File: src/core/nv_access_pkg.sv
`default_nettype none
package nv_access_pkg;

  // apb register map, byte addresses
  localparam logic [7:0] ADDR_LOW_OFF  = 8'h00;
  localparam logic [7:0] ADDR_HIGH_OFF = 8'h04;
  localparam logic [7:0] DATA_LOW_OFF  = 8'h08;
  localparam logic [7:0] DATA_HIGH_OFF = 8'h0C;
  localparam logic [7:0] CONTROL_OFF   = 8'h10;
  localparam logic [7:0] UNLOCK_OFF    = 8'h14;
  localparam logic [7:0] STATUS_OFF    = 8'h18;

  // control register fields
  localparam int SELECT_BIT = 7;
  localparam int ERROR_BIT  = 3;
  localparam int WRITE_ENABLE_BIT_BIT   = 2;
  localparam int WR_BIT     = 1;
  localparam int RD_BIT     = 0;
  // status register fields
  localparam int DONE_BIT   = 0;

  // field widths
  localparam int ADDR_LOW_W  = 8;
  localparam int ADDR_HIGH_W = 5;
  localparam int DATA_LOW_W  = 8;
  localparam int DATA_HIGH_W = 6;
  localparam int PROG_ADDR_W = ADDR_HIGH_W + ADDR_LOW_W;
  localparam int PROG_WORD_W = DATA_HIGH_W + DATA_LOW_W;

  // unlock keys
  localparam logic [7:0] UNLOCK_KEY_FIRST  = 8'h55;
  localparam logic [7:0] UNLOCK_KEY_SECOND = 8'hAA;

  // reset values
  localparam logic [7:0]  ADDR_LOW_RST  = 8'h00;
  localparam logic [4:0]  ADDR_HIGH_RST = 5'h00;
  localparam logic [7:0]  DATA_LOW_RST  = 8'h00;
  localparam logic [5:0]  DATA_HIGH_RST = 6'h00;
  localparam logic [31:0] PRDATA_RST    = 32'h0000_0000;

  // timing
  localparam int          CLK_PERIOD_NS     = 20;
  localparam int          WRITE_TIME_US     = 4000;
  localparam int          WRITE_CYCLES      = (WRITE_TIME_US * 1000) / CLK_PERIOD_NS;
  localparam logic [1:0]  PROG_FETCH_CYCLES = 2'h2;

  typedef enum logic [2:0] {
    UNLOCK_IDLE      = 3'h1,
    UNLOCK_GOT_FIRST = 3'h2,
    UNLOCK_ARMED     = 3'h4
  } unlock_e;

endpackage
`default_nettype wire

File: src/core/nv_access_ctrl.sv
// Notes on behaviour
// - data byte appears on next cycle
// - low data holds until read or write
// - write needs 55h, AAh, then write-start
// - write-start ignored without write enable
// - hardware clears write enable only on warm reset
// - clearing enable does not abort write
// - completion clears write-start, sets done flag
// - done flag stays until software clears
// - program read fetches for two cycles
// - program word lands in both data registers
// - read-start software set, hardware cleared
// - warm reset mid-write sets error flag
// - unlock register reads as zero
`timescale 1ns/1ps
`default_nettype none
module nv_access_ctrl #(
  parameter int WRITE_CYCLES = nv_access_pkg::WRITE_CYCLES
) (
  input  wire logic                                pclk,
  input  wire logic                                presetn,
  input  wire logic [7:0]                          paddr,
  input  wire logic                                psel,
  input  wire logic                                penable,
  input  wire logic                                pwrite,
  input  wire logic [31:0]                         pwdata,
  output logic      [31:0]                         prdata,
  output logic                                     pready,
  output logic                                     pslverr,
  input  wire logic                                warm_reset,
  output logic      [nv_access_pkg::PROG_ADDR_W-1:0] prog_addr,
  output logic                                     prog_rd_en,
  input  wire logic [nv_access_pkg::PROG_WORD_W-1:0] prog_rdata,
  output logic                                     write_done_flag
);

  typedef struct packed {
    logic                                   pready;
    logic [31:0]                            prdata;
    logic                                   pslverr;
    logic [nv_access_pkg::ADDR_LOW_W-1:0]   addr_low;
    logic [nv_access_pkg::ADDR_HIGH_W-1:0]  addr_high;
    logic [nv_access_pkg::DATA_LOW_W-1:0]   data_low;
    logic [nv_access_pkg::DATA_HIGH_W-1:0]  data_high;
    logic                                   prog_data_select;
    logic                                   write_error_flag;
    logic                                   write_enable_bit;
    logic                                   wr;
    logic                                   rd;
    logic                                   write_done_flag;
    nv_access_pkg::unlock_e                 unlock;
    logic [1:0]                             fetch_cnt;
    logic [nv_access_pkg::PROG_ADDR_W-1:0]  prog_addr;
    logic                                   prog_rd_en;
    logic                                   wr_start;
  } ctrl_s;

  ctrl_s st;
  ctrl_s next_st;

  logic [nv_access_pkg::DATA_LOW_W-1:0] ee_rd_data;
  logic                                 arr_busy;
  logic                                 arr_done;
  logic                                 take;
  logic                                 take_wr;
  logic                                 write_busy;
  logic                                 new_select;
  logic                                 new_enable;
  logic [31:0]                          rd_word;
  logic                                 rd_hit;

  function automatic logic mapped(input logic [7:0] a);
    mapped = (a == nv_access_pkg::ADDR_LOW_OFF)  || (a == nv_access_pkg::ADDR_HIGH_OFF) ||
             (a == nv_access_pkg::DATA_LOW_OFF)  || (a == nv_access_pkg::DATA_HIGH_OFF) ||
             (a == nv_access_pkg::CONTROL_OFF)   || (a == nv_access_pkg::UNLOCK_OFF)    ||
             (a == nv_access_pkg::STATUS_OFF);
  endfunction

  function automatic logic [31:0] control_word(input ctrl_s s);
    control_word = 32'h0000_0000;
    control_word[nv_access_pkg::SELECT_BIT] = s.prog_data_select;
    control_word[nv_access_pkg::ERROR_BIT]  = s.write_error_flag;
    control_word[nv_access_pkg::WRITE_ENABLE_BIT_BIT]   = s.write_enable_bit;
    control_word[nv_access_pkg::WR_BIT]     = s.wr;
    control_word[nv_access_pkg::RD_BIT]     = s.rd;
  endfunction

  nv_data_array #(
    .ADDR_W       (nv_access_pkg::ADDR_LOW_W),
    .DATA_W       (nv_access_pkg::DATA_LOW_W),
    .WRITE_CYCLES (WRITE_CYCLES)
  ) nv_data_array_inst (
    .pclk     (pclk),
    .presetn  (presetn),
    .rd_addr  (st.addr_low),
    .rd_data  (ee_rd_data),
    .wr_start (st.wr_start),
    .wr_addr  (st.addr_low),
    .wr_data  (st.data_low),
    .abort    (warm_reset),
    .busy     (arr_busy),
    .done     (arr_done)
  );

  assign take       = psel && penable && st.pready;
  assign take_wr    = take && pwrite && !st.pslverr;
  assign write_busy = st.wr || st.wr_start || arr_busy;
  assign new_select = write_busy ? st.prog_data_select : pwdata[nv_access_pkg::SELECT_BIT];
  assign new_enable = pwdata[nv_access_pkg::WRITE_ENABLE_BIT_BIT];

  // read mux; unlock reads all zero
  always_comb begin
    rd_word = 32'h0000_0000;
    rd_hit  = 1'b1;
    unique case (paddr)
      nv_access_pkg::ADDR_LOW_OFF:  rd_word[nv_access_pkg::ADDR_LOW_W-1:0]  = st.addr_low;
      nv_access_pkg::ADDR_HIGH_OFF: rd_word[nv_access_pkg::ADDR_HIGH_W-1:0] = st.addr_high;
      nv_access_pkg::DATA_LOW_OFF:  rd_word[nv_access_pkg::DATA_LOW_W-1:0]  = st.data_low;
      nv_access_pkg::DATA_HIGH_OFF: rd_word[nv_access_pkg::DATA_HIGH_W-1:0] = st.data_high;
      nv_access_pkg::CONTROL_OFF:   rd_word = control_word(st);
      nv_access_pkg::UNLOCK_OFF:    rd_word = 32'h0000_0000;
      nv_access_pkg::STATUS_OFF:    rd_word[nv_access_pkg::DONE_BIT] = st.write_done_flag;
      default:                      rd_hit  = 1'b0;
    endcase
  end

  always_comb begin
    next_st          = st;
    next_st.wr_start = 1'b0;

    // apb: one wait state, held off while a program fetch runs
    next_st.pready = psel && penable && !st.pready && (st.fetch_cnt == 2'h0);
    if (psel && penable && !st.pready) begin
      next_st.pslverr = !mapped(paddr);
      next_st.prdata  = (!pwrite && rd_hit) ? rd_word : 32'h0000_0000;
    end else if (take) begin
      next_st.pslverr = 1'b0;
    end

    if (take_wr) begin
      // any accepted write to another register breaks the unlock
      if (paddr != nv_access_pkg::UNLOCK_OFF) begin
        next_st.unlock = nv_access_pkg::UNLOCK_IDLE;
      end
      unique case (paddr)
        nv_access_pkg::ADDR_LOW_OFF: begin
          next_st.addr_low = pwdata[nv_access_pkg::ADDR_LOW_W-1:0];
        end
        nv_access_pkg::ADDR_HIGH_OFF: begin
          next_st.addr_high = pwdata[nv_access_pkg::ADDR_HIGH_W-1:0];
        end
        nv_access_pkg::DATA_LOW_OFF: begin
          next_st.data_low = pwdata[nv_access_pkg::DATA_LOW_W-1:0];
        end
        nv_access_pkg::DATA_HIGH_OFF: begin
          next_st.data_high = pwdata[nv_access_pkg::DATA_HIGH_W-1:0];
        end
        nv_access_pkg::CONTROL_OFF: begin
          next_st.prog_data_select = new_select;
          next_st.write_error_flag = pwdata[nv_access_pkg::ERROR_BIT];
          next_st.write_enable_bit = new_enable;
          // read start; only software sets it
          if (pwdata[nv_access_pkg::RD_BIT] && !st.rd) begin
            if (new_select) begin
              next_st.rd         = 1'b1;
              next_st.fetch_cnt  = nv_access_pkg::PROG_FETCH_CYCLES;
              next_st.prog_addr  = {st.addr_high, st.addr_low};
              next_st.prog_rd_en = 1'b1;
            end else begin
              next_st.data_low = ee_rd_data;
            end
          end
          // write start needs the full unlock and write enable
          if (pwdata[nv_access_pkg::WR_BIT] && !write_busy && !new_select &&
              new_enable && st.write_enable_bit &&
              st.unlock == nv_access_pkg::UNLOCK_ARMED) begin
            next_st.wr       = 1'b1;
            next_st.wr_start = 1'b1;
          end
        end
        nv_access_pkg::UNLOCK_OFF: begin
          unique case (st.unlock)
            nv_access_pkg::UNLOCK_IDLE: begin
              if (pwdata[7:0] == nv_access_pkg::UNLOCK_KEY_FIRST) begin
                next_st.unlock = nv_access_pkg::UNLOCK_GOT_FIRST;
              end
            end
            nv_access_pkg::UNLOCK_GOT_FIRST: begin
              if (pwdata[7:0] == nv_access_pkg::UNLOCK_KEY_SECOND) begin
                next_st.unlock = nv_access_pkg::UNLOCK_ARMED;
              end else if (pwdata[7:0] == nv_access_pkg::UNLOCK_KEY_FIRST) begin
                next_st.unlock = nv_access_pkg::UNLOCK_GOT_FIRST;
              end else begin
                next_st.unlock = nv_access_pkg::UNLOCK_IDLE;
              end
            end
            nv_access_pkg::UNLOCK_ARMED: begin
              // a third key write spoils the order
              next_st.unlock = (pwdata[7:0] == nv_access_pkg::UNLOCK_KEY_FIRST) ?
                               nv_access_pkg::UNLOCK_GOT_FIRST : nv_access_pkg::UNLOCK_IDLE;
            end
            default: begin
              next_st.unlock = nv_access_pkg::UNLOCK_IDLE;
            end
          endcase
        end
        nv_access_pkg::STATUS_OFF: begin
          // writing zero clears, writing one leaves it
          if (!pwdata[nv_access_pkg::DONE_BIT]) begin
            next_st.write_done_flag = 1'b0;
          end
        end
        default: begin
        end
      endcase
    end

    // program fetch runs two cycles, then both data bytes load
    if (st.fetch_cnt != 2'h0) begin
      next_st.fetch_cnt = st.fetch_cnt - 2'h1;
      if (st.fetch_cnt == 2'h1) begin
        next_st.data_low   = prog_rdata[nv_access_pkg::DATA_LOW_W-1:0];
        next_st.data_high  = prog_rdata[nv_access_pkg::PROG_WORD_W-1:nv_access_pkg::DATA_LOW_W];
        next_st.rd         = 1'b0;
        next_st.prog_rd_en = 1'b0;
      end
    end

    // completion wins over a software clear in the same cycle
    if (arr_done) begin
      next_st.wr              = 1'b0;
      next_st.write_done_flag = 1'b1;
    end

    // warm reset: abort, flag error if a write is busy, keep address and data
    if (warm_reset) begin
      if (write_busy) begin
        next_st.write_error_flag = 1'b1;
      end
      next_st.prog_data_select = 1'b0;
      next_st.write_enable_bit = 1'b0;
      next_st.wr               = 1'b0;
      next_st.wr_start         = 1'b0;
      next_st.rd               = 1'b0;
      next_st.fetch_cnt        = 2'h0;
      next_st.prog_rd_en       = 1'b0;
      next_st.unlock           = nv_access_pkg::UNLOCK_IDLE;
    end
  end

  always_ff @(posedge pclk or negedge presetn) begin
    if (!presetn) begin
      st.pready           <= 1'b0;
      st.prdata           <= nv_access_pkg::PRDATA_RST;
      st.pslverr          <= 1'b0;
      st.addr_low         <= nv_access_pkg::ADDR_LOW_RST;
      st.addr_high        <= nv_access_pkg::ADDR_HIGH_RST;
      st.data_low         <= nv_access_pkg::DATA_LOW_RST;
      st.data_high        <= nv_access_pkg::DATA_HIGH_RST;
      st.prog_data_select <= 1'b0;
      st.write_error_flag <= 1'b0;
      st.write_enable_bit <= 1'b0;
      st.wr               <= 1'b0;
      st.rd               <= 1'b0;
      st.write_done_flag  <= 1'b0;
      st.unlock           <= nv_access_pkg::UNLOCK_IDLE;
      st.fetch_cnt        <= 2'h0;
      st.prog_addr        <= '0;
      st.prog_rd_en       <= 1'b0;
      st.wr_start         <= 1'b0;
    end else begin
      st <= next_st;
    end
  end

  assign prdata          = st.prdata;
  assign pready          = st.pready;
  assign pslverr         = st.pslverr;
  assign prog_addr       = st.prog_addr;
  assign prog_rd_en      = st.prog_rd_en;
  assign write_done_flag = st.write_done_flag;

endmodule // nv_access_ctrl
`default_nettype wire

File: src/core/nv_data_array.sv
`timescale 1ns/1ps
`default_nettype none
module nv_data_array #(
  parameter int ADDR_W       = 8,
  parameter int DATA_W       = 8,
  parameter int WRITE_CYCLES = 200000
) (
  input  wire logic              pclk,
  input  wire logic              presetn,
  input  wire logic [ADDR_W-1:0] rd_addr,
  output logic      [DATA_W-1:0] rd_data,
  input  wire logic              wr_start,
  input  wire logic [ADDR_W-1:0] wr_addr,
  input  wire logic [DATA_W-1:0] wr_data,
  input  wire logic              abort,
  output logic                   busy,
  output logic                   done
);

  localparam int CNT_W = $clog2(WRITE_CYCLES + 1);
  localparam logic [CNT_W-1:0] LAST_COUNT = CNT_W'(WRITE_CYCLES - 1);

  typedef struct packed {
    logic              busy;
    logic              done;
    logic [CNT_W-1:0]  cnt;
    logic [ADDR_W-1:0] addr;
    logic [DATA_W-1:0] data;
  } array_s;

  array_s st;
  array_s next_st;
  logic [DATA_W-1:0] mem [0:(1<<ADDR_W)-1];
  logic commit;

  assign rd_data = mem[rd_addr];
  assign busy    = st.busy;
  assign done    = st.done;

  always_comb begin
    next_st      = st;
    next_st.done = 1'b0;
    commit       = 1'b0;
    if (st.busy) begin
      // an abort drops the cell untouched
      if (abort) begin
        next_st.busy = 1'b0;
      end else if (st.cnt == LAST_COUNT) begin
        next_st.busy = 1'b0;
        next_st.done = 1'b1;
        commit       = 1'b1;
      end else begin
        next_st.cnt = st.cnt + CNT_W'(1);
      end
    end else if (wr_start && !abort) begin
      next_st.busy = 1'b1;
      next_st.cnt  = '0;
      next_st.addr = wr_addr;
      next_st.data = wr_data;
    end
  end

  always_ff @(posedge pclk or negedge presetn) begin
    if (!presetn) begin
      st <= '0;
    end else begin
      st <= next_st;
    end
  end

  // cell contents survive every reset
  always_ff @(posedge pclk) begin
    if (commit) begin
      mem[st.addr] <= st.data;
    end
  end

endmodule // nv_data_array
`default_nettype wire
File: config.mk
export PLATFORM = sky130hd
export DESIGN_NAME = nv_access_ctrl
export DESIGN_NICKNAME = d
export VERILOG_FILES = /design/src/core/nv_access_pkg.sv /design/src/core/nv_access_ctrl.sv /design/src/core/nv_data_array.sv
export SDC_FILE = /design/constraint.sdc
export NUM_CORES = 2
export LEC_CHECK = 0
export BUFFER_PORTS_ARGS = -buffer_cell sky130_fd_sc_hd__buf_2
export CORE_MARGIN = 2
export CORE_UTILIZATION = 43
export CTS_CLUSTER_DIAMETER = 120
export DETAILED_ROUTE_END_ITERATION = 8
export GPL_ROUTABILITY_DRIVEN = 0
export HOLD_SLACK_MARGIN = 0.06
export SLEW_MARGIN = 5
export SYNTH_ARGS = -nofsm -noshare
export SYNTH_HDL_FRONTEND = slang
export SYNTH_HIERARCHICAL = 1
export SYNTH_SLANG_ARGS = --single-unit
File: constraint.sdc
create_clock -name pclk -period 5.12 [get_ports pclk]
set_input_delay 0.256 -clock pclk [delete_from_list [all_inputs] [get_ports pclk]]
set_output_delay 0.256 -clock pclk [all_outputs]
set_load 0.05 [all_outputs]
==> flow_metrics.py <==
metrics = {
    "floorplanning": {
        "ios": 109,
        "dieArea_um2": 200600,
        "start_util_pct": 43.35,
        "coreArea_um2": 195400,
        "fp.dieW_um": 447.8,
        "num_rows": 162,
        "die_h_um": 447.8,
    },
    "place": {
        "io_buffers": 60,
        "placed_cells": 6857,
        "hpwlAfterDp_mm": 126.4,
    },
    "worst_setup_path": {
        "slowest_stage": "dfrtp_4",
        "worstPathRequired_ps": 5870,
        "cp_cell_sequence": "buf_12 > buf_4 > mux4_2 > a22o_1 > a221oi_1 > o22ai_1 > a211oi_2 > nor4_2 > mux2_2 > nand2_1 > a21oi_1 > dlygate4sd3_1",
        "reg2reg_slack_ps": 240,
        "cp-start-kind": "register",
        "crit_type": "register to register",
        "end_kind": "register",
        "crit_arrival_ps": 5630,
        "critical_path_peak_fanout": 47,
        "cp_slowest_stage_delay_ps": 770,
    },
    "route": {
        "vias": 43220,
        "drt_wl_total_mm": 213.2,
        "firstDrtPassIters": 6,
        "final_antenna_net_count": 0,
        "drt-vias-per-instance": 5.910,
        "drcViolationCount": 0,
        "wl_per_cell_um": 29.16,
        "drtIter0Drc": 5024,
    },
    "power_and_ir_drop": {
        "p_leak_nw": 34.44,
        "max-vdd-ir-drop_mv": 0.3309,
        "power-per-cell-area_nw_per_um2": 355.5,
    },
    "clock_network": {
        "path_clk_slew_ps": 70,
        "cts_tree": "done",
        "numCtsBuffers": 208,
        "h-tree-depth": 4,
        "cts_root_buf": "clkbuf_16",
        "clock_path_buffers": 3,
        "clock-sinks": 2147,
        "clock_latency_ps": 870,
    },
    "run": {
        "drv_cap": 0,
    },
    "logic_synthesis": {
        "synth_top_area_share_pct": 72.60,
        "yosysSeqAreaShare_pct": 75.53,
        "ys.flop_type": "edfxtp_1",
        "synth.top_cells.by_area": "edfxtp_1 (73%), mux4_2 (12%), dfrtp_1 (2.9%)",
        "synth_seq_cells": 2147,
        "yosysWarningCount": 6,
        "synthArstFlopShare_pct": 4.611,
        "yosysTopAreaCell": "edfxtp_1",
        "synth_cell_type_count": 79,
        "synth_area_um2": 84700,
        "synthCells": 4238,
        "syn-mean-instance-area_um2": 19.99,
        "synth_edf_count": 2048,
    },
    "global_routing": {
        "grt_pass1_vias": 42970,
        "use_met2_pct": 32.97,
        "use_met1_pct": 30.97,
        "antenna_found_initial": 5,
        "gr-total-overflow": 0,
        "grt_util_met3_pct": 3.559,
        "grt_util_all_layers_pct": 21.22,
        "grt_pass1_wl_mm": 307.4,
        "busiest_layer": "met2",
        "grt_start_max_net_pins": 218,
    },
    "timing": {
        "slew_headroom_pct": 12.32,
        "period_needed_ps": 4877,
        "rsz0062_at_grt": "no",
        "setup_tns_ps": 0,
        "setup_viol_count_final": 0,
        "worst_slew_pin_slew_ps": 1303,
        "final.setup_skew_ps": 42.83,
        "clock.fmax_mhz": 205.0,
        "finalHoldViolCount": 0,
        "slew_viol_final": 0,
        "period_share_pct": 95.25,
    },
    "layout": {
        "post-route-util_pct": 48.91,
        "drive_above_1_share_pct": 23.69,
        "area_delta_synth_final_pct": 12.82,
        "nets": 4571,
        "fin_cells": 7314,
    },
    "run_status": {
        "status": "finished, final reports clean",
    },
    "min_path": {
        "hold_class": "input pin to register",
    },
}
==> cell usage after synthesis, types with 7 or more instances <==
library cell and number:
a21oi_1 87, nand2b_1 14, buf_1 14, nor4_1 16
buf_2 51, nand4_1 7, xnor2_1 8, a221oi_1 48
clkbuf_1 91, mux2_2 47, o21ai_0 47, a2111oi_0 8
nor3_1 29, dfrtp_1 98, a22o_1 31, nand3_1 33
buf_4 75, buf_6 37, a211oi_1 11, buf_12 14
nor2_1 340, mux2i_1 162, o22ai_1 35, nor2b_1 30
inv_1 10, o221ai_1 46, nand2_1 135, a22oi_1 84
edfxtp_1 2048, mux4_2 449, nor4_2 7, o221a_2 8
==> critical path, delay by kind of cell, from the launching register on <==
family / cells / cell delay [ps]
AO/OA/AOI/OAI: 5 / 1640
buffers and inverters: 3 / 1280
flip-flops: 1 / 770
multiplexers: 2 / 690
AND/OR/NAND/NOR: 2 / 220
==> power by group <==
group / switching [mW] / total, mW / leakage [nW] / internal (mW)
Combinational: 0.131 / 0.204 / 6.04 / 0.0730
Clock: 6.50 / 14.8 / 3.23 / 8.31
Sequential: 0.00914 / 19.0 / 25.2 / 18.9
==> registers in the layout, summed over array words and instances, names as in the netlist <==
name                     cells
nv_data_array_inst/mem    2048
st                          38
nv_data_array_inst/st       34
prog_addr                   13
prdata                       8
nv_data_array_inst/busy      1
nv_data_array_inst/done      1
pready                       1
prog_rd_en                   1
pslverr                      1
write_done_flag              1
==> kinds of logic after synthesis <==
group / count (synthesis) / synth area share (%)
flops: 2147 / 75.53
mux: 659 / 14.49
simple gates: 657 / 3.504
compound gates: 466 / 3.987
buf+inv: 296 / 2.356
xor+xnor: 11 / 0.1137
fa+ha+maj: 1 / 0.01477
other cells: 1 / 0.004427
==> path summary, 6_finish.rpt <==
kind	from	end	depth (start not counted)
max in group asynchronous	presetn	nv_data_array_inst/st[4]	4
worst min register to register	prdata[5]	prdata[5]	2
min in group asynchronous	presetn	st[17]	3
worst max-delay path	st[46]	st[34]	12
worst min-delay path	paddr[6]	st[46]	6
worst max register to register	st[46]	st[34]	12
==> placed cells by master (no fill, tap or decap), types with 9 or more instances in the layout <==
cell              n
nor4_1           15
a22oi_1          84
a221oi_1         48
mux4_2          449
buf_2            59
o22ai_1          35
buf_4           178
clkbuf_16       213
a21oi_1          87
bufinv_16        13
a211oi_1         11
edfxtp_1       2048
nor2b_1          27
dfrtp_4          12
clkinv_1         64
dfrtp_1          84
dlygate4sd3_1    63
conb_1           24
nand2_1         134
nor3_1           29
a22o_1           31
buf_12           23
nand3_1          29
o221ai_1         46
o21ai_0          47
clkinv_2         39
nor2_1          335
nand2b_1         13
inv_1             9
mux2i_1         162
mux2_2           47
clkbuf_1         38
==> timing repair <==
action,CTS,global route
endpoints found under the hold margin,113,0
resized for setup,0,0
buffers inserted,0,3
hold buffers,64,0
endpoints found under the setup margin,0,2
==> area by class of cell <==
type / instances / area [um^2]
fill: 15950 / 99830
tap: 2624 / 3283
inverter: 11 / 41.29
sequential: 2147 / 64030
clock buffer: 255 / 5528
clock inverter: 134 / 1039
antenna: 1 / 2.502
timing repair buffer: 324 / 2750
multi-input combinational: 1818 / 18900
==> stage by stage <==
| step | power [mW] | instance area (um^2) | hold WS [ps] | worst slack, ps |
|---|---|---|---|---|
| after floorplan | 19.44 | 84790 | -39.59 | 1133 |
| after global placement | 19.49 | 88290 | 320.3 | 675.9 |
| after detailed placement | 19.49 | 88290 | 315.0 | 655.8 |
| after CTS | 34.23 | 95510 | 175.1 | 59.21 |
| after global routing | 34.92 | 95570 | 243.7 | 150.2 |
| final | 33.97 | 95570 | 257.8 | 243.0 |
==> per-layer routing <==
layer,wire (um),vias to the layer above
met5,11,-
met4,5928,2
met3,16870,331
met2,99780,1905
met1,90660,22980
li1,-,18010
Note: power is estimated with default switching activity, not from simulation.
